===== config.mk =====
export PLATFORM = sky130hd
export DESIGN_NAME = voltage_readout
export DESIGN_NICKNAME = d
export VERILOG_FILES = /design/src/design/readout_pkg.sv /design/src/design/period_timer.sv /design/src/design/word_format.sv /design/src/design/voltage_readout.sv
export SDC_FILE = /design/constraint.sdc
export NUM_CORES = 1
export LEC_CHECK = 0
export CORE_MARGIN = 1.5
export CORE_UTILIZATION = 43
export CTS_BUF_LIST = sky130_fd_sc_hd__clkbuf_4
export CTS_CLUSTER_DIAMETER = 30
export CTS_CLUSTER_SIZE = 14
export DETAILED_ROUTE_END_ITERATION = 8
export DONT_BUFFER_PORTS = 1
export PLACE_DENSITY_LB_ADDON = 0.1
export RECOVER_POWER = 25
export REMOVE_ABC_BUFFERS = 1
export SETUP_SLACK_MARGIN = 0.02
export SLEW_MARGIN = 20
export SYNTH_ARGS = -nofsm -noshare
export SYNTH_HDL_FRONTEND = slang
export SYNTH_SLANG_ARGS = --single-unit

===== constraint.sdc =====
create_clock -name sys_clk -period 5 [get_ports sys_clk]
set_clock_uncertainty 0.15 [all_clocks]
set_input_delay 0.75 -clock sys_clk [delete_from_list [all_inputs] [get_ports sys_clk]]
set_output_delay 0.75 -clock sys_clk [all_outputs]
set_load 0.03 [all_outputs]

===== src/design/readout_pkg.sv =====
// Shared constants, register map and carrier types for the voltage input readout.
package readout_pkg;

  // ==========================================================================
  // Clock and timing
  // ==========================================================================
  localparam int CLK_MHZ = 200;
  localparam int INTEG_50_US = 20000;
  localparam int INTEG_60_US = 16660;
  localparam int TEST_US = 10;
  localparam int INTEG_50_CYC = INTEG_50_US * CLK_MHZ;
  localparam int INTEG_60_CYC = INTEG_60_US * CLK_MHZ;
  localparam int TEST_CYC = TEST_US * CLK_MHZ;
  localparam int TMR_W = 23;

  // ==========================================================================
  // Register map (byte addresses)
  // ==========================================================================
  localparam int ADDR_W = 8;
  localparam logic [7:0] OFS_CTRL = 8'h00;
  localparam logic [7:0] OFS_STATUS = 8'h04;
  localparam logic [7:0] OFS_IRQ_STAT = 8'h08;
  localparam logic [7:0] OFS_IRQ_MASK = 8'h0c;
  localparam logic [7:0] OFS_WORD0 = 8'h10;
  localparam logic [7:0] OFS_WORD3 = 8'h1c;

  // Control fields: [0] mains 60 Hz, [2:1] channel count, [3] break reporting.
  localparam int CTRL_MAINS_BIT = 0;
  localparam int CTRL_NCH_LSB = 1;
  localparam int CTRL_BRK_BIT = 3;
  localparam logic [3:0] CTRL_RST = 4'hc;
  localparam logic [7:0] MASK_RST = 8'h00;
  localparam logic [1:0] RESP_OKAY = 2'h0;
  localparam logic [1:0] RESP_SLVERR = 2'h2;

  // Channel count settings.
  localparam logic [1:0] NCH_ONE = 2'h0;
  localparam logic [1:0] NCH_TWO = 2'h1;

  // ==========================================================================
  // Measurement word layout
  // ==========================================================================
  localparam int W_OVF_BIT = 0;
  localparam int W_BRK_BIT = 1;
  localparam int W_VAL_LSB = 3;
  localparam logic signed [15:0] MAX_UNITS = 16'sh0fff;

  typedef struct packed {
    logic done;
    logic signed [15:0] count;
  } conv_res_t;

  typedef struct packed {
    logic [1:0] chan;
    logic [15:0] word;
  } meas_t;

  typedef enum logic [1:0] {
    ST_TEST = 2'b00,
    ST_INTEG = 2'b01,
    ST_WAIT = 2'b10
  } scan_state_t;

endpackage


===== src/design/period_timer.sv =====
// Loadable down-counter that pulses done when a timed phase ends.
module period_timer #(
  parameter int W = 23
) (
  input wire logic sys_clk,
  input wire logic rstn,
  input wire logic load,
  input wire logic [W-1:0] load_val,
  output logic done
);

  logic [W-1:0] cnt_q;
  logic run_q;

  // ==========================================================================
  // Counter
  // ==========================================================================
  // A load of N gives done exactly N cycles after the load cycle.
  always_ff @(posedge sys_clk)
  begin
    if (!rstn)
    begin
      cnt_q <= '0;
      run_q <= 1'b0;
    end
    else if (load)
    begin
      cnt_q <= load_val;
      run_q <= 1'b1;
    end
    else if (run_q)
    begin
      cnt_q <= cnt_q - 1'b1;
      run_q <= (cnt_q != W'(1));
    end
  end

  assign done = run_q && (cnt_q == W'(1));

endmodule


===== src/design/word_format.sv =====
// Converts a signed unit count into the left-justified measurement word.
module word_format
  import readout_pkg::*;
(
  input wire logic signed [15:0] count,
  input wire logic brk,
  output logic [15:0] word
);

  // ==========================================================================
  // Saturation and packing
  // ==========================================================================
  // Beyond 4095 units the value clamps and bit 0 flags the overflow.
  wire over_pos = count > MAX_UNITS;
  wire over_neg = count < -MAX_UNITS;
  wire signed [15:0] sat = over_pos ? MAX_UNITS : (over_neg ? -MAX_UNITS : count);
  wire ovf = over_pos | over_neg;

  // Value in bits 15..3, bit 2 zero, break flag bit 1, overflow bit 0.
  assign word = {sat[12:0], 1'b0, brk, ovf};

endmodule


===== src/design/voltage_readout.sv =====
// Four-channel bipolar voltage input readout with scan, wire-break check and AXI4-Lite registers.
//
// Notes on behaviour
// - Integration lasts 20 ms at 50 Hz mains, 16.66 ms at 60 Hz.
// - Channel count of one, two or four selects channels 0, 0-1 or 0-3.
// - Fewer channels scanned means each active channel refreshes more often.
// - Wire breaks reported in word, indicator and interrupt only while break reporting is enabled; the status register always shows them.
// - A reported break lights the red indicator and sets word bit 1.
// - Test current pulses drive the input; break when voltage exceeds the limit.
// - Test current pulses continue even with break reporting disabled.
// - Word is 16-bit two's complement, unit LSB at bit 3, 2048 = 1000 mV.
// - Magnitudes 2049 to 4095 pass unchanged with no overflow bit.
// - Above +4095 the word is +4095 with bit 0 set.
// - Below -4095 the word is -4095 with bit 0 set.
module voltage_readout
  import readout_pkg::*;
#(
  parameter int INTEG_50 = INTEG_50_CYC,
  parameter int INTEG_60 = INTEG_60_CYC
) (
  input wire logic sys_clk,
  input wire logic rstn,
  input wire logic [readout_pkg::ADDR_W-1:0] s_axi_awaddr,
  input wire logic s_axi_awvalid,
  output logic s_axi_awready,
  input wire logic [31:0] s_axi_wdata,
  input wire logic [3:0] s_axi_wstrb,
  input wire logic s_axi_wvalid,
  output logic s_axi_wready,
  output logic [1:0] s_axi_bresp,
  output logic s_axi_bvalid,
  input wire logic s_axi_bready,
  input wire logic [readout_pkg::ADDR_W-1:0] s_axi_araddr,
  input wire logic s_axi_arvalid,
  output logic s_axi_arready,
  output logic [31:0] s_axi_rdata,
  output logic [1:0] s_axi_rresp,
  output logic s_axi_rvalid,
  input wire logic s_axi_rready,
  output logic [1:0] mux_sel,
  output logic test_current,
  output logic integ_en,
  input wire logic over_limit,
  input wire readout_pkg::conv_res_t conv_res,
  output readout_pkg::meas_t meas,
  output logic meas_valid,
  output logic fault_led,
  output logic irq
);

  import readout_pkg::*;

  // ==========================================================================
  // Declarations
  // ==========================================================================
  scan_state_t state_q, state_d;
  logic [1:0] chan_q, chan_d;
  logic [3:0] ctrl_q;
  logic [7:0] irq_stat_q, irq_mask_q;
  logic [3:0] brk_q;
  logic [15:0] word_q [4];
  logic aw_got_q, w_got_q, bvalid_q, rvalid_q;
  logic [ADDR_W-1:0] awaddr_q;
  logic [31:0] wdata_q, rdata_q;
  logic wstrb0_q;
  logic [1:0] rresp_q, bresp_q;
  meas_t meas_q;
  logic meas_valid_q;
  logic fault_led_q;
  logic test_q, integ_q;
  logic first_q;

  // ==========================================================================
  // Control decode
  // ==========================================================================
  wire mains_60 = ctrl_q[CTRL_MAINS_BIT];
  wire [1:0] nch_sel = ctrl_q[CTRL_NCH_LSB +: 2];
  wire brk_report = ctrl_q[CTRL_BRK_BIT];

  // Last active channel; an unused setting code scans all four.
  wire [1:0] last_chan = (nch_sel == NCH_ONE) ? 2'd0 : ((nch_sel == NCH_TWO) ? 2'd1 : 2'd3);

  // Integration length follows the mains setting for best hum rejection.
  wire [TMR_W-1:0] integ_len = mains_60 ? TMR_W'(INTEG_60) : TMR_W'(INTEG_50);

  // ==========================================================================
  // Phase timer
  // ==========================================================================
  logic tmr_done;
  wire tmr_load = (state_q != state_d) && (state_d != ST_WAIT);
  wire [TMR_W-1:0] tmr_val = (state_d == ST_INTEG) ? integ_len : TMR_W'(TEST_CYC);

  period_timer #(
    .W(TMR_W)
  ) u_timer (
    .sys_clk(sys_clk),
    .rstn(rstn),
    .load(tmr_load | first_q),
    .load_val(tmr_val),
    .done(tmr_done)
  );

  // First cycle after reset starts the test phase of channel 0.
  always_ff @(posedge sys_clk)
  begin
    first_q <= !rstn;
  end

  // ==========================================================================
  // Scan sequence: test pulse, integrate, wait for the count
  // ==========================================================================
  wire chan_wrap = (chan_q >= last_chan);
  wire [1:0] chan_next = chan_wrap ? 2'd0 : chan_q + 2'd1;

  always_comb
  begin
    state_d = state_q;
    chan_d = chan_q;
    case (state_q)
      ST_TEST:
      begin
        if (tmr_done)
        begin
          state_d = ST_INTEG;
        end
      end
      ST_INTEG:
      begin
        if (tmr_done)
        begin
          state_d = ST_WAIT;
        end
      end
      ST_WAIT:
      begin
        if (conv_res.done)
        begin
          state_d = ST_TEST;
          chan_d = chan_next;
        end
      end
      default:
      begin
        state_d = ST_TEST;
        chan_d = 2'd0;
      end
    endcase
  end

  always_ff @(posedge sys_clk)
  begin
    if (!rstn)
    begin
      state_q <= ST_TEST;
      chan_q <= 2'd0;
    end
    else
    begin
      state_q <= state_d;
      chan_q <= chan_d;
    end
  end

  // ==========================================================================
  // Front-end drive
  // ==========================================================================
  // The test current runs whatever the reporting setting, so readings always
  // carry the same small ripple and the check never goes stale.
  always_ff @(posedge sys_clk)
  begin
    if (!rstn)
    begin
      test_q <= 1'b0;
      integ_q <= 1'b0;
    end
    else
    begin
      test_q <= (state_d == ST_TEST);
      integ_q <= (state_d == ST_INTEG);
    end
  end

  // The comparator is sampled at the end of the test pulse.
  always_ff @(posedge sys_clk)
  begin
    if (!rstn)
    begin
      brk_q <= 4'h0;
    end
    else if (state_q == ST_TEST && tmr_done)
    begin
      brk_q[chan_q] <= over_limit;
    end
  end

  // ==========================================================================
  // Measurement words
  // ==========================================================================
  logic [15:0] fmt_word;
  word_format u_fmt (
    .count(conv_res.count),
    .brk(brk_q[chan_q] & brk_report),
    .word(fmt_word)
  );

  wire store = (state_q == ST_WAIT) && conv_res.done;

  always_ff @(posedge sys_clk)
  begin
    if (!rstn)
    begin
      for (int i = 0; i < 4; i++)
      begin
        word_q[i] <= 16'h0000;
      end
      meas_q <= '0;
      meas_valid_q <= 1'b0;
    end
    else
    begin
      meas_valid_q <= store;
      if (store)
      begin
        word_q[chan_q] <= fmt_word;
        meas_q <= '{chan: chan_q, word: fmt_word};
      end
    end
  end

  // Indicator follows any stored break, and only while reporting is on.
  always_ff @(posedge sys_clk)
  begin
    if (!rstn)
    begin
      fault_led_q <= 1'b0;
    end
    else
    begin
      fault_led_q <= brk_report && (|brk_q);
    end
  end

  // ==========================================================================
  // AXI4-Lite write channel
  // ==========================================================================
  wire wr_go = aw_got_q && w_got_q && !bvalid_q;
  wire wr_ctrl = wr_go && (awaddr_q == OFS_CTRL) && wstrb0_q;
  wire wr_stat = wr_go && (awaddr_q == OFS_IRQ_STAT) && wstrb0_q;
  wire wr_mask = wr_go && (awaddr_q == OFS_IRQ_MASK) && wstrb0_q;
  wire wr_known = (awaddr_q == OFS_CTRL) || (awaddr_q == OFS_IRQ_STAT) || (awaddr_q == OFS_IRQ_MASK);

  always_ff @(posedge sys_clk)
  begin
    if (!rstn)
    begin
      aw_got_q <= 1'b0;
      w_got_q <= 1'b0;
      bvalid_q <= 1'b0;
      bresp_q <= RESP_OKAY;
      awaddr_q <= '0;
      wdata_q <= 32'h0000_0000;
      wstrb0_q <= 1'b0;
    end
    else
    begin
      if (s_axi_awvalid && s_axi_awready)
      begin
        aw_got_q <= 1'b1;
        awaddr_q <= s_axi_awaddr;
      end
      if (s_axi_wvalid && s_axi_wready)
      begin
        w_got_q <= 1'b1;
        wdata_q <= s_axi_wdata;
        wstrb0_q <= s_axi_wstrb[0];
      end
      if (wr_go)
      begin
        aw_got_q <= 1'b0;
        w_got_q <= 1'b0;
        bvalid_q <= 1'b1;
        bresp_q <= wr_known ? RESP_OKAY : RESP_SLVERR;
      end
      else if (bvalid_q && s_axi_bready)
      begin
        bvalid_q <= 1'b0;
      end
    end
  end

  // Registers written by software; status bits set by hardware win over a clear.
  wire [7:0] irq_events = {brk_q[chan_q] & store & brk_report, 3'b000, 4'h0} | {4'h0, {3'b000, store} << chan_q};

  always_ff @(posedge sys_clk)
  begin
    if (!rstn)
    begin
      ctrl_q <= CTRL_RST;
      irq_mask_q <= MASK_RST;
      irq_stat_q <= 8'h00;
    end
    else
    begin
      if (wr_ctrl)
      begin
        ctrl_q <= wdata_q[3:0];
      end
      if (wr_mask)
      begin
        irq_mask_q <= wdata_q[7:0];
      end
      irq_stat_q <= (irq_stat_q & ~(wr_stat ? wdata_q[7:0] : 8'h00)) | irq_events;
    end
  end

  // ==========================================================================
  // AXI4-Lite read channel
  // ==========================================================================
  wire [ADDR_W-1:0] ra = s_axi_araddr;
  wire rd_word = (ra >= OFS_WORD0) && (ra <= OFS_WORD3) && (ra[1:0] == 2'b00);
  wire [31:0] rd_val =
    (ra == OFS_CTRL) ? {28'h0, ctrl_q} :
    (ra == OFS_STATUS) ? {24'h0, brk_q, 1'b0, chan_q, fault_led_q} :
    (ra == OFS_IRQ_STAT) ? {24'h0, irq_stat_q} :
    (ra == OFS_IRQ_MASK) ? {24'h0, irq_mask_q} :
    rd_word ? {16'h0, word_q[ra[3:2]]} : 32'h0000_0000;
  wire rd_known = rd_word || (ra == OFS_CTRL) || (ra == OFS_STATUS) || (ra == OFS_IRQ_STAT) || (ra == OFS_IRQ_MASK);

  always_ff @(posedge sys_clk)
  begin
    if (!rstn)
    begin
      rvalid_q <= 1'b0;
      rdata_q <= 32'h0000_0000;
      rresp_q <= RESP_OKAY;
    end
    else if (s_axi_arvalid && s_axi_arready)
    begin
      rvalid_q <= 1'b1;
      rdata_q <= rd_val;
      rresp_q <= rd_known ? RESP_OKAY : RESP_SLVERR;
    end
    else if (rvalid_q && s_axi_rready)
    begin
      rvalid_q <= 1'b0;
    end
  end

  // ==========================================================================
  // Outputs
  // ==========================================================================
  assign s_axi_awready = !aw_got_q && !bvalid_q;
  assign s_axi_wready = !w_got_q && !bvalid_q;
  assign s_axi_bvalid = bvalid_q;
  assign s_axi_bresp = bresp_q;
  assign s_axi_arready = !rvalid_q;
  assign s_axi_rvalid = rvalid_q;
  assign s_axi_rdata = rdata_q;
  assign s_axi_rresp = rresp_q;
  assign mux_sel = chan_q;
  assign test_current = test_q;
  assign integ_en = integ_q;
  assign meas = meas_q;
  assign meas_valid = meas_valid_q;
  assign fault_led = fault_led_q;
  assign irq = |(irq_stat_q & irq_mask_q);

endmodule


After elaboration in Yosys (flattened, before gate mapping)
Memory sizes are Yosys's and may differ from the RTL's.
Cells that the tools add are included.
Storage, ports and cells
  register bits: 131
  output and inout port bits: 66
  bits in writable memories: 60
  memories kept: 1
  word-level logic and storage cells: 152
  input bits: 77
Memories
  word_q: depth 4, bits a word 15, read ports 1, clocked after Yosys merged registers in 0, wr ports 4, RTL line voltage_readout.sv:61  | logic [15:0] word_q [4];
Cells by class
  muxes and demuxes: 41
  shift operators: 1
  add/subtract/negate cells: 2
  equal/unequal tests: 14
  order comparisons: 7
  bitwise logic cells: 12
  reduce and logical (&&, ||, !) cells: 49
Operators by type and width (count)
  two-way mux 16 bit: 5
  two-way mux 23 bit: 2
  equality test 8 x 4 -> 1 bit, second input constant: 4
  two-way mux 13 bit: 2
  equality test 23 x 1 -> 1 bit, second input constant: 1
  logical AND 1 bit: 23
  inequality test 23 x 1 -> 1 bit, second input constant: 1
  subtractor 23 x 1 -> 23 bit, second input constant: 1
  two-way mux 22 bit: 1
  two-way mux 2 bit: 10
  two-way mux 20 bit: 1
  bitwise AND 8 bit: 2
  > comparator 16 x 13 -> 1 bit, second input constant: 1
  zero test 8 bit: 2
  less-than comparator 16 x 13 -> 1 bit, second input constant: 1
  two-way mux 15 bit: 1
  OR reduction 15 bit: 1
  two-way mux 1 bit: 13
  equality test 8 x 3 -> 1 bit, second input constant: 1
  >= comparator 8 x 5 -> 1 bit, second input constant: 1
  <= comparator 8 x 5 -> 1 bit, second input constant: 1
  zero test 2 bit: 4
  two-way mux 8 bit: 1
  NOT 8 bit: 1
  26 further kinds: 45

Logic depth before layout (Yosys ltp)
Gate-level depths: netlist of the first run.
  depth in word-level cells: 8
  gate-level depth with buffers: 7
  depth with buffers taken out: 7

Cells and area by module
From an unflattened synthesis of the first run, not the netlist that was laid out.
Unflattened totals
  cell total of the unflattened synthesis: 877
  area, all modules: 8220.4 sq um
Modules (own cells, without submodules)
  voltage_readout: seq. area each 3723.6 sq um, times used 1, area an instance 6571.3 sq um, cells an instance 669
  period_timer: seq. area each 480.5 sq um, times used 1, area an instance 1440.1 sq um, cells an instance 177
  word_format: seq. area each 0.0 sq um, times used 1, area an instance 209.0 sq um, cells an instance 31

Worst setup path before layout of the first run
OpenSTA, ideal clock, no wires.
  path kind: input to register
  start: input port s_axi_araddr[2] (netlist bit)
  end: register rdata_q[1], in the netlist s_axi_rdata[1]
  arrival time: 2.240 ns
  setup time: 0.128 ns
  path buffers: 2
  data required time: 4.722 ns
  setup slack: 2.483 ns
  stages: 7
  cells stage by stage: clkbuf_1 buf_2 mux4_2 nand2_1 nand2_1 a22oi_1 nor2_1
Between the ends
  cells in the longest elaborated chain, start to end: 8
  elaborated cells between the ends (all ways): 14
  classes of those cells: order compare: 2; eq/ne: 3; mux: 5; reduce/logical: 3; memory: 1
RTL lines
  start: declaration: RTL line voltage_readout.sv:33  | input wire logic [readout_pkg::ADDR_W-1:0] s_axi_araddr,
  >= comparator 8 x 5 -> 1 bit or <= comparator 8 x 5 -> 1 bit (tied branches): RTL line voltage_readout.sv:320  | wire rd_word = (ra >= OFS_WORD0) && (ra <= OFS_WORD3) && (ra[1:0] == 2'b00);
  logical AND 1 bit (2 in series): RTL line voltage_readout.sv:320
  two-way mux 16 bit: RTL line voltage_readout.sv:326  | rd_word ? {16'h0, word_q[ra[3:2]]} : 32'h0000_0000;
  two-way mux 16 bit: RTL line voltage_readout.sv:325  | (ra == OFS_IRQ_MASK) ? {24'h0, irq_mask_q} :
  two-way mux 16 bit: RTL line voltage_readout.sv:324  | (ra == OFS_IRQ_STAT) ? {24'h0, irq_stat_q} :
  two-way mux 16 bit: RTL line voltage_readout.sv:323  | (ra == OFS_STATUS) ? {24'h0, brk_q, 1'b0, chan_q, fault_led_q} :
  two-way mux 16 bit (*): RTL line voltage_readout.sv:322  | (ra == OFS_CTRL) ? {28'h0, ctrl_q} :
  end signal: assignment: RTL line voltage_readout.sv:340  | rdata_q <= rd_val;
  end: declaration: RTL line voltage_readout.sv:64  | logic [31:0] wdata_q, rdata_q;
Mark *: on every way between the ends. The rest lies on a longest branch, timed or not.
A chain may end at the register's enable or synchronous reset.

==> summary.md, run 1 <==
| Metric | Value |
|---|---|
| Compound-Gate Fraction of Synth Area | `12.0%` |
| Crit-path max cell delay | `2.40 ns` |
| Most frequent cells in the layout | `126 x nand2_1, 113 x dfxtp_1, 107 x nor2_1` |
| Final Hold Violating Endpoints | `0` |
| Total track usage | `20.5%` |
| M2 GR Usage | `34.1%` |
| Grt ovf | `0` |
| Synth Register Bits | `173` |
| Simple-gate share of the synthesized area | `20.4%` |
| Clock Latency Late Sink | `0.59 ns` |
| DR DRC count | `0` |
| Number of CTS-inserted buffers | `17` |
| H-tree Lvls | `4` |
| WL per Instance | `18.4 microns` |
| CP Capture Point | `u_timer.cnt_q[14]$_SDFFE_PN0P_` |
| Cells on worst reg2reg path | `5` |
| Via/cell ratio | `5.69` |
| EDFF count, synth | `60` |
| Period utilization | `72.0%` |
| Sequential share of the synthesized area | `52.3%` |
| # clock sinks | `173` |
| Final core occ | `46.4%` |
| Global-route wire length before repair | `29100 microns` |
| Crit path cell chain | `inv_1, clkbuf_1, nor4_1, nand2_1, o311ai_0` |
| Routing usage on met3 | `4.30%` |
| Worst Hold Class | `in2reg` |
| Final slew viol count | `73` |
| Most common cell after layout, fill and taps aside | `nand2_1` |
| Post-route ant nets | `0` |
| Nets | `867` |
| Adder-cell share of the synthesized area | `1.29%` |
| Non-Filler Instances | `1021` |
| Crit end category | `flop` |
| Cell leakage power | `3.03 nW` |
| Status | `finished, violations left` |
| CP max FO | `72` |
| Main combinational cell family by area after synthesis | `simple AND/OR/NAND/NOR gates` |
| CTS clk-pin slew, worst paths | `0.14 ns` |
| Crit path DAT | `3.79 ns` |
| Slowest cell on crit path | `clkbuf_1` |
| Die area | `18900 sq um` |
| R2r endpoint | `word_q[0][9]$_SDFFCE_PN0P_` |
| CTS Hold Bufs | `0` |
| CTS tree | `done` |
| Final setup vio count | `0` |
| Proportion of synthesized area in mux cells | `7.52%` |
| Met1 usage | `26.4%` |
| Routability Congestion | `0.814` |
| Initial DRC Count | `380` |
| Ys async rst share | `0%` |
| Slew @ Worst Pin | `3.43 ns` |
| # rows | `48` |
| Post-synthesis xor/xnor area fraction | `1.01%` |
| CP required | `5.19 ns` |
| Share of layout cells above drive strength 1 | `8.93%` |
| Final cell area excluding filler cells | `8120 sq um` |
| Fmax | `278 MHz` |
| Clk buf depth | `2` |
| Vias after detailed routing | `5809` |
| Placed Instance Area | `7840 sq um` |
| Post-CTS setup buffer count | `0` |
| Vias in the first global route | `5561` |
| YS warnings | `0` |
| P&R area growth vs syn | `4.48%` |
| Setup crit start | `rstn` |
| Max VDD drop | `164 uV` |
| Chip Width | `137 microns` |
| Routed wire length | `18800 microns` |
| CTS root buf | `clkbuf_4` |
| Largest net degree at the start of global routing | `73` |
| Syn_area_per_cell | `9.70 sq um` |
| I/O Buffers | `0` |
| Critical path class | `in2reg` |
| Final setup TNS | `0 ns` |
| Max transition margin | `-128%` |
| Total power draw | `2.53 mW` |
| RSZ-0062 raised after global routing | `no` |
| Most Used Layer, Global Route | `met2` |
| Most used DFF post-synth | `dfxtp_1` |
| Crit path time final | `3.60 ns` |
| Die height | `137 microns` |
| Cells after Synth | `801` |
| I/O pin count | `143` |
| DPL Wire Length | `12800 microns` |
| Mapped Area | `7770 sq um` |
| Critical Path Start Type | `input port` |
| Initial antenna violation count | `1` |
| CORE AREA | `17500 sq um` |
| Initial Util | `44.5%` |
| Netlist cell types | `73` |
| Maxcap violations | `1` |
| RR Startpoint | `state_q[1]$_SDFF_PN0_` |
| Post-Place Cells | `988` |
| PD cells | `312 nW/um^2` |
| Failing checks | `max-capacitance violations, max-slew violations` |
| DR pass1 iterations | `5` |
| Post_cts resized | `0` |
| FF-to-FF setup slack | `1.48 ns` |
[final cells by class]
cell class | count | area [sq um]
Sequential cell | 173 | 4060
Multi-Input combinational cell | 554 | 3370
Clock inverter | 15 | 138
Tap cell | 225 | 282
Antenna cell | 1 | 2.50
Fill cell | 1676 | 9360
Timing Repair Buffer | 2 | 11.3
Inverter | 34 | 128
Clock buffer | 17 | 128
[critical path: cells and delay by family]
family	cells	cell delay, ns
AND/OR/NAND/NOR	2	0.40
AO/OA/AOI/OAI	1	0.12
buffers and inverters	2	2.46
[flip-flops by register name (all words and copies together) (netlist names), 2 cells and up]
register	cells
word_q	60
u_timer.cnt_q	23
meas	17
s_axi_rdata	16
awaddr_q	8
irq_mask_q	8
irq_stat_q	8
wdata_q	8
brk_q	4
ctrl_q	4
mux_sel	2
state_q	2
[synthesized netlist by cell type (5+ instances only)]
cell type  count  share of area (%)
a21oi_1       49                3.2
a221oi_1       9                1.0
a22oi_1       10               0.97
and3_1         6               0.48
buf_4         20                1.9
clkbuf_1      33                1.6
dfxtp_1      113                 29
edfxtp_1      60                 23
ha_1           8                1.3
inv_1         32                1.5
mux2_2         5               0.72
mux2i_1       10                1.3
mux4_2        19                5.5
nand2_1      126                6.1
nand2b_1       8               0.64
nand3_1       21                1.4
nand4_1       11               0.89
nor2_1       108                5.2
nor2b_1        5               0.40
nor3_1        18                1.2
nor4_1        10               0.81
o21ai_0       28                1.8
o31ai_1        5               0.48
xnor2_1        5               0.56
[per-layer routing]
layer | vias up | wire [microns]
met1 | 2827 | 8220
met2 | 179 | 9230
met5 | - | 0
met4 | 0 | 266
li1 | 2780 | -
met3 | 23 | 1050
[where the power goes]
group          internal [mW]  switching, mW  leakage [nW]  total [mW]
Sequential              1.49         0.0423          1.54        1.54
Clock                  0.254          0.517         0.146       0.771
Combinational         0.0759          0.149          1.34       0.225
Total                   1.82          0.708          3.03        2.53
[stage by stage]
step	hold WS (ns)	setup WS [ns]
final	0.0830	1.40
after global routing	0.0475	1.13
after CTS	0.0506	1.66
after detailed placement	0.298	1.53
after global placement	0.288	1.65
after floorplan	0.274	2.30
[how the worst min path moves through the flow]
stage                             from                         to  slack [ns]  cells past startpoint
2_1_floorplan  wdata_q[4]$_SDFFE_PN0P_   irq_stat_q[4]$_SDFF_PN0_        0.27                      1
6_report                          rstn     ctrl_q[3]$_SDFFE_PN1P_        0.08                      1
5_1_grt                   s_axi_rready  s_axi_rvalid$_SDFFE_PN0P_        0.05                      1
3_3_place_gp   wdata_q[6]$_SDFFE_PN0P_   irq_stat_q[6]$_SDFF_PN0_        0.29                      1
3_5_place_dp   wdata_q[6]$_SDFFE_PN0P_   irq_stat_q[6]$_SDFF_PN0_        0.30                      1
4_1_cts                           rstn     ctrl_q[3]$_SDFFE_PN1P_        0.05                      1
[kinds of logic (layout without fill, tap and decap cells)]
family	Yosys count	after routing
adder cells (fa/ha/maj)	8	8
other	1	20
AND/OR/NAND/NOR	341	341
multiplexers	34	34
XOR/XNOR	9	9
buffers and inverters	92	68
AO/OA/AOI/OAI	143	143
flip-flops	173	173
Power figures use the tool's default switching activity.
==> run 2, diff against run 1 <==
==> constraint.sdc (replaced) <==
create_clock -name sys_clk -period 3.6 [get_ports sys_clk]
set_clock_uncertainty 0.15 [all_clocks]
set_input_delay 0.54 -clock sys_clk [delete_from_list [all_inputs] [get_ports sys_clk]]
set_output_delay 0.54 -clock sys_clk [all_outputs]
set_load 0.03 [all_outputs]
==> run 2 against run 1 <==
Compared with the run above: the run still ends with max-capacitance violations, max-slew violations left; sequential power grew 38%; global-route usage grew 0.49 points; critical path depth is the same; critical path type is now reg2reg; largest cell class unchanged; largest power group unchanged.
==> summary.md, run 2 (synthesized netlist as in run 1, its figures left out) <==
| Metric | Value |
|---|---|
| Status | `finished, violations left (unchanged)` |
| Failing checks | `max-capacitance violations, max-slew violations (unchanged)` |
| Grt ovf | `0 (unchanged)` |
| Routing usage on met3 | `4.75% (was 4.30%)` |
| # rows | `48 (unchanged)` |
| Initial antenna violation count | `1 (unchanged)` |
| Max reg flops | `60 (unchanged)` |
| Switching pwr | `991 uW (was 708 uW)` |
| Clk buf depth | `2 (unchanged)` |
| Most frequent cells in the layout | `126 x nand2_1, 113 x dfxtp_1, 108 x nor2_1 (was 126 x nand2_1, 113 x dfxtp_1, 107 x nor2_1)` |
| CTS clk-pin slew, worst paths | `0.14 ns (about the same)` |
| PD cells | `431 nW/um^2 (was 312 nW/um^2)` |
| R2r endpoint | `word_q[2][9]$_SDFFCE_PN0P_ (was word_q[0][9]$_SDFFCE_PN0P_)` |
| Die area | `18900 sq um (unchanged)` |
| I/O pin count | `143 (unchanged)` |
| Startpoint of the lowest-slack hold path | `s_axi_araddr[4] (was rstn)` |
| RSZ-0062 raised after global routing | `no (unchanged)` |
| Vias after detailed routing | `5908 (was 5809)` |
| Top reg by flops | `word_q (unchanged)` |
| Maxcap violations | `1 (unchanged)` |
| Post_cts resized | `0 (unchanged)` |
| Initial Util | `44.5% (unchanged)` |
| Final cell area excluding filler cells | `8410 sq um (was 8120 sq um)` |
| Vias in the first global route | `5735 (was 5561)` |
| DR pass1 iterations | `5 (unchanged)` |
| Routed wire length | `19000 microns (was 18800 microns)` |
| Total internal power | `2.64 mW (was 1.82 mW)` |
| RR Startpoint | `state_q[1]$_SDFF_PN0_ (unchanged)` |
| Final core occ | `48.1% (was 46.4%)` |
| CORE AREA | `17500 sq um (unchanged)` |
| DPL Wire Length | `13100 microns (was 12800 microns)` |
| Final setup TNS | `0 ns (unchanged)` |
| Initial DRC Count | `338 (was 380)` |
| Routability Congestion | `0.799 (was 0.814)` |
| Number of CTS-inserted buffers | `17 (unchanged)` |
| Period utilization | `87.4%` |
| Met1 usage | `26.4% (unchanged)` |
| Worst Hold Class | `in2reg (unchanged)` |
| Crit path time final | `3.15 ns` |
| Final Hold Violating Endpoints | `0 (unchanged)` |
| Clock Latency Late Sink | `0.56 ns (was 0.59 ns)` |
| Fin worst setup slack | `0.453 ns (was 1.40 ns)` |
| Final setup vio count | `0 (unchanged)` |
| Crit end category | `flop (unchanged)` |
| Hold Path Sink | `s_axi_rdata[3]$_SDFFE_PN0P_ (was ctrl_q[3]$_SDFFE_PN1P_)` |
| WL per Instance | `18.1 microns (was 18.4 microns)` |
| Total track usage | `21.0% (was 20.5%)` |
| Placed Instance Area | `7890 sq um (was 7840 sq um)` |
| Most common cell after layout, fill and taps aside | `nand2_1 (unchanged)` |
| Hold slack | `0.0848 ns (was 0.0830 ns)` |
| Cells on worst reg2reg path | `5 (unchanged)` |
| Largest net degree at the start of global routing | `45 (was 73)` |
| I/O Buffers | `0 (unchanged)` |
| Setup crit start | `state_q[1]$_SDFF_PN0_ (was rstn)` |
| M2 GR Usage | `34.9% (was 34.1%)` |
| Crit path DAT | `3.40 ns (was 3.79 ns)` |
| Slew @ Worst Pin | `1.92 ns (was 3.43 ns)` |
| Share of layout cells above drive strength 1 | `9.21% (was 8.93%)` |
| Die height | `137 microns (unchanged)` |
| CP required | `3.86 ns (was 5.19 ns)` |
| CTS root buf | `clkbuf_4 (unchanged)` |
| Critical Path Start Type | `flop (was input port)` |
| FF-to-FF setup slack | `0.45 ns (was 1.48 ns)` |
| Chip Width | `137 microns (unchanged)` |
| Fmax | `318 MHz` |
| CTS tree | `done (unchanged)` |
| Hold depth | `3 (was 1)` |
| Post-route ant nets | `0 (unchanged)` |
| CP max FO | `14 (was 72)` |
| Logic pwr share | `9.4% (was 8.9%)` |
| Cell leakage power | `3.17 nW (was 3.03 nW)` |
| DR DRC count | `0 (unchanged)` |
| H-tree Lvls | `4 (unchanged)` |
| Switching share of power | `27.3% (was 28.0%)` |
| Clock Power Share | `32.0% (was 30.4%)` |
| DP Worst Slack | `0.542 ns (was 1.53 ns)` |
| Most Used Layer, Global Route | `met2 (unchanged)` |
| Sequential share of power | `58.6% (was 60.7%)` |
| Via/cell ratio | `5.62 (was 5.69)` |
| Max VDD drop | `304 uV (was 164 uV)` |
| # clock sinks | `173 (unchanged)` |
| Final slew viol count | `45 (was 73)` |
| Global-route wire length before repair | `29800 microns (was 29100 microns)` |
| P&R area growth vs syn | `8.26% (was 4.48%)` |
| Nets | `897 (was 867)` |
| Max transition margin | `-27.7% (was -128%)` |
| Critical path class | `reg2reg (was in2reg)` |
## run 2: stage by stage
step                total power [mW]  instances
floorplan                       2.40        761
global placement                2.48        995
detailed placement              2.49        995
CTS                             3.67       1050
global route                    3.79       1051
finish                          3.63       1051
## run 2: how the worst max path moves through the flow
stage,end,slack (ns),cells after the start
final,word_q[2][9]$_SDFFCE_PN0P_,0.45,5
after detailed placement,word_q[1][7]$_SDFFCE_PN0P_,0.54,5
after CTS,word_q[1][7]$_SDFFCE_PN0P_,0.53,5
after floorplan,word_q[2][10]$_SDFFCE_PN0P_,1.11,5
after global placement,word_q[0][7]$_SDFFCE_PN0P_,0.64,5
after global routing,word_q[2][6]$_SDFFCE_PN0P_,0.19,5
## run 2: per-layer routing
layer | share of wire, % | wire length (microns)
met5 | 0 | 0
met3 | 5.3 | 1020
met4 | 2.1 | 408
met2 | 49 | 9400
met1 | 43 | 8210
## run 2: power groups by stage
stage | registers, mW | logic [mW] | clock network [mW]
final | 2.13 | 0.342 | 1.16
after global routing | 2.14 | 0.380 | 1.27
after CTS | 2.13 | 0.344 | 1.20
after detailed placement | 2.17 | 0.318 | 0
after global placement | 2.17 | 0.311 | 0
after floorplan | 2.16 | 0.243 | 0
## run 2: layout make-up
| type | instances | area [sq um] |
|---|---|---|
| well taps | 225 | 282 |
| diodes | 1 | 2.50 |
| fillers | 1669 | 9060 |
| repair buffers | 32 | 294 |
| multi-input cells | 554 | 3350 |
| clock inverters | 14 | 158 |
| flip-flops and latches | 173 | 4060 |
| clock buffers | 18 | 135 |
| inverters | 34 | 128 |
## run 2: what timing repair did
action                     4_1_cts  5_1_grt
hold endpoints to repair        44        0
setup endpoints to repair        0        0
hold buffers                    23        0
setup buffers                    0        0
## run 2: critical path: stages, from the launching register on
cell and delay [ns]:
dfxtp_1 0.57, and3b_1 0.54, and2_0 0.25, a21boi_0 0.73, o21ai_0 0.53, nor2_1 0.21
==> run 3, diff against run 2 <==
--- a/config.mk
+++ b/config.mk
@@ -6,8 +6,7 @@
 export NUM_CORES = 1
 export LEC_CHECK = 0
 export CORE_MARGIN = 1.5
-export CORE_UTILIZATION = 43
-export CTS_BUF_LIST = sky130_fd_sc_hd__clkbuf_4
+export CORE_UTILIZATION = 24
 export CTS_CLUSTER_DIAMETER = 30
 export CTS_CLUSTER_SIZE = 14
 export DETAILED_ROUTE_END_ITERATION = 8
==> run 3 against run 2 <==
Compared with the run above: the run still ends with max-capacitance violations, max-slew violations left; count of clock-buffer cells in the layout grew 1; global-route usage shrank 7.0 points; die area grew 77%; combinational power shrank 4%; routed wire length grew 19%; sequential share of layout area shrank 1.7 points; utilization shrank 21 points; setup slack gained 0.084 ns; power grew 19%; final cell count grew 15%; critical endpoint is now word_q[2][7]$_SDFFCE_PN0P_.
==> summary.md, run 3 (synthesized netlist as in run 1, its figures left out) <==
| Metric | Value |
|---|---|
| Critical Path Start Type | `flop (unchanged)` |
| Most common cell after layout, fill and taps aside | `nand2_1 (unchanged)` |
| Final slew viol count | `33 (was 45)` |
| I/O Buffers | `0 (unchanged)` |
| Crit path DAT | `3.18 ns (was 3.40 ns)` |
| WL per Instance | `18.7 microns (was 18.1 microns)` |
| # rows | `65 (was 48)` |
| Clock Latency Late Sink | `0.44 ns (was 0.56 ns)` |
| CTS Hold Bufs | `0 (was 23)` |
| P&R area growth vs syn | `12.3% (was 8.26%)` |
| # clock sinks | `173 (unchanged)` |
| Status | `finished, violations left (unchanged)` |
| Fmax | `327 MHz (was 318 MHz)` |
| Initial antenna violation count | `0 (was 1)` |
| Crit end category | `flop (unchanged)` |
| Die height | `183 microns (was 137 microns)` |
| Hold slack | `0.0268 ns (was 0.0848 ns)` |
| Post-CTS setup buffer count | `0 (unchanged)` |
| DR pass1 iterations | `6 (was 5)` |
| CTS tree | `done (unchanged)` |
| Max VDD drop | `222 uV (was 304 uV)` |
| RSZ-0062 raised after global routing | `no (unchanged)` |
| Die area | `33500 sq um (was 18900 sq um)` |
| Critical path class | `reg2reg (unchanged)` |
| Global-route wire length before repair | `35200 microns (was 29800 microns)` |
| Diode count | `0 (was 1)` |
| DP Worst Slack | `0.588 ns (was 0.542 ns)` |
| PD cells | `496 nW/um^2 (was 431 nW/um^2)` |
| Initial Util | `24.5% (was 44.5%)` |
| Maxcap violations | `1 (unchanged)` |
| CTS root buf | `clkbuf_16 (was clkbuf_4)` |
| Nets | `881 (was 897)` |
| Slew @ Worst Pin | `1.55 ns (was 1.92 ns)` |
| Chip Width | `183 microns (was 137 microns)` |
| Fin worst setup slack | `0.538 ns (was 0.453 ns)` |
| Slowest cell on crit path | `a21boi_0 (unchanged)` |
| Final setup vio count | `0 (unchanged)` |
| Grt ovf | `0 (unchanged)` |
| Largest net degree at the start of global routing | `33 (was 45)` |
| H-tree Lvls | `4 (unchanged)` |
| Failing checks | `max-capacitance violations, max-slew violations (unchanged)` |
| Final Hold Violating Endpoints | `0 (unchanged)` |
| Total track usage | `13.9% (was 21.0%)` |
| Cell leakage power | `3.21 nW (was 3.17 nW)` |
| I/O pin count | `143 (unchanged)` |
| Share of layout cells above drive strength 1 | `9.64% (was 9.21%)` |
| CP max FO | `14 (unchanged)` |
| Crit-path max cell delay | `0.82 ns (was 0.73 ns)` |
| Clk buf depth | `2 (unchanged)` |
| Initial DRC Count | `323 (was 338)` |
| Crit path time final | `3.06 ns (was 3.15 ns)` |
| Vias after detailed routing | `5712 (was 5908)` |
| Top reg by flops | `word_q (unchanged)` |
| Routability Congestion | `0.736 (was 0.799)` |
| Final setup TNS | `0 ns (unchanged)` |
| Number of CTS-inserted buffers | `17 (unchanged)` |
| Placed Instance Area | `8160 sq um (was 7890 sq um)` |
| Max transition margin | `-3.25% (was -27.7%)` |
| Post-route ant nets | `0 (unchanged)` |
| WP buf/inv | `0 (unchanged)` |
| CP delay by family, top | `compound AO/OA/AOI/OAI gates (unchanged)` |
| Crit path cell chain | `and3b_1, and2_0, a21boi_0, o21ai_0, nor2_1 (unchanged)` |
| Via/cell ratio | `4.72 (was 5.62)` |
| DR DRC count | `0 (unchanged)` |
| CTS clk-pin slew, worst paths | `0.07 ns (was 0.14 ns)` |
| Routed wire length | `22600 microns (was 19000 microns)` |
| CP required | `3.72 ns (was 3.86 ns)` |
| Post_cts resized | `0 (unchanged)` |
| Vias in the first global route | `5643 (was 5735)` |
| Max reg flops | `60 (unchanged)` |
| DPL Wire Length | `15800 microns (was 13100 microns)` |
| Final cell area excluding filler cells | `8720 sq um (was 8410 sq um)` |
| Period utilization | `85.1% (was 87.4%)` |
| Most frequent cells in the layout | `126 x nand2_1, 113 x dfxtp_1, 108 x nor2_1 (unchanged)` |
| Worst Hold Class | `in2reg (unchanged)` |
| CORE AREA | `31700 sq um (was 17500 sq um)` |
==> run 3: through the flow <==
step | utilization [%] | instances | total power [mW]
2_1_floorplan | - | 761 | 2.40
3_5_place_dp | 25.7 | 1179 | 2.51
5_1_grt | 27.5 | 1211 | 4.51
3_3_place_gp | 25.7 | 1179 | 2.51
4_1_cts | 27.6 | 1211 | 4.40
6_report | 27.5 | 1211 | 4.33
==> run 3: layout make-up <==
type,instances,area (sq um)
sequential,173,4060
timing repair buffer,16,97.6
inverter,34,128
clock inverter,13,128
tap,402,503
multi-input combinational,554,3350
clock buffer,19,454
fill,3403,23000
==> run 3: final timing paths <==
check	start	endpoint	slack, ns	cells after the start
worst max-delay path	state_q[1]$_SDFF_PN0_	word_q[2][7]$_SDFFCE_PN0P_	0.54	5
worst min-delay path	rstn	ctrl_q[3]$_SDFFE_PN1P_	0.03	1
worst max register to register	state_q[1]$_SDFF_PN0_	word_q[2][7]$_SDFFCE_PN0P_	0.54	5
worst min register to register	awaddr_q[5]$_SDFFE_PN0P_	awaddr_q[5]$_SDFFE_PN0P_	0.31	2
==> run 3: metal layers <==
metal	vias up	routed length (microns)	global-route usage, %
met1	2753	10900	19.0
met5	-	0	0
li1	2825	-	-
met2	111	10200	21.4
met4	0	334	4.43
met3	23	1220	3.69
==> run 3: power by group <==
group / internal (mW) / total [mW] / switching [mW]
sequential: 2.07 / 2.13 / 0.0537
combinational: 0.111 / 0.328 / 0.217
clock: 1.01 / 1.87 / 0.861
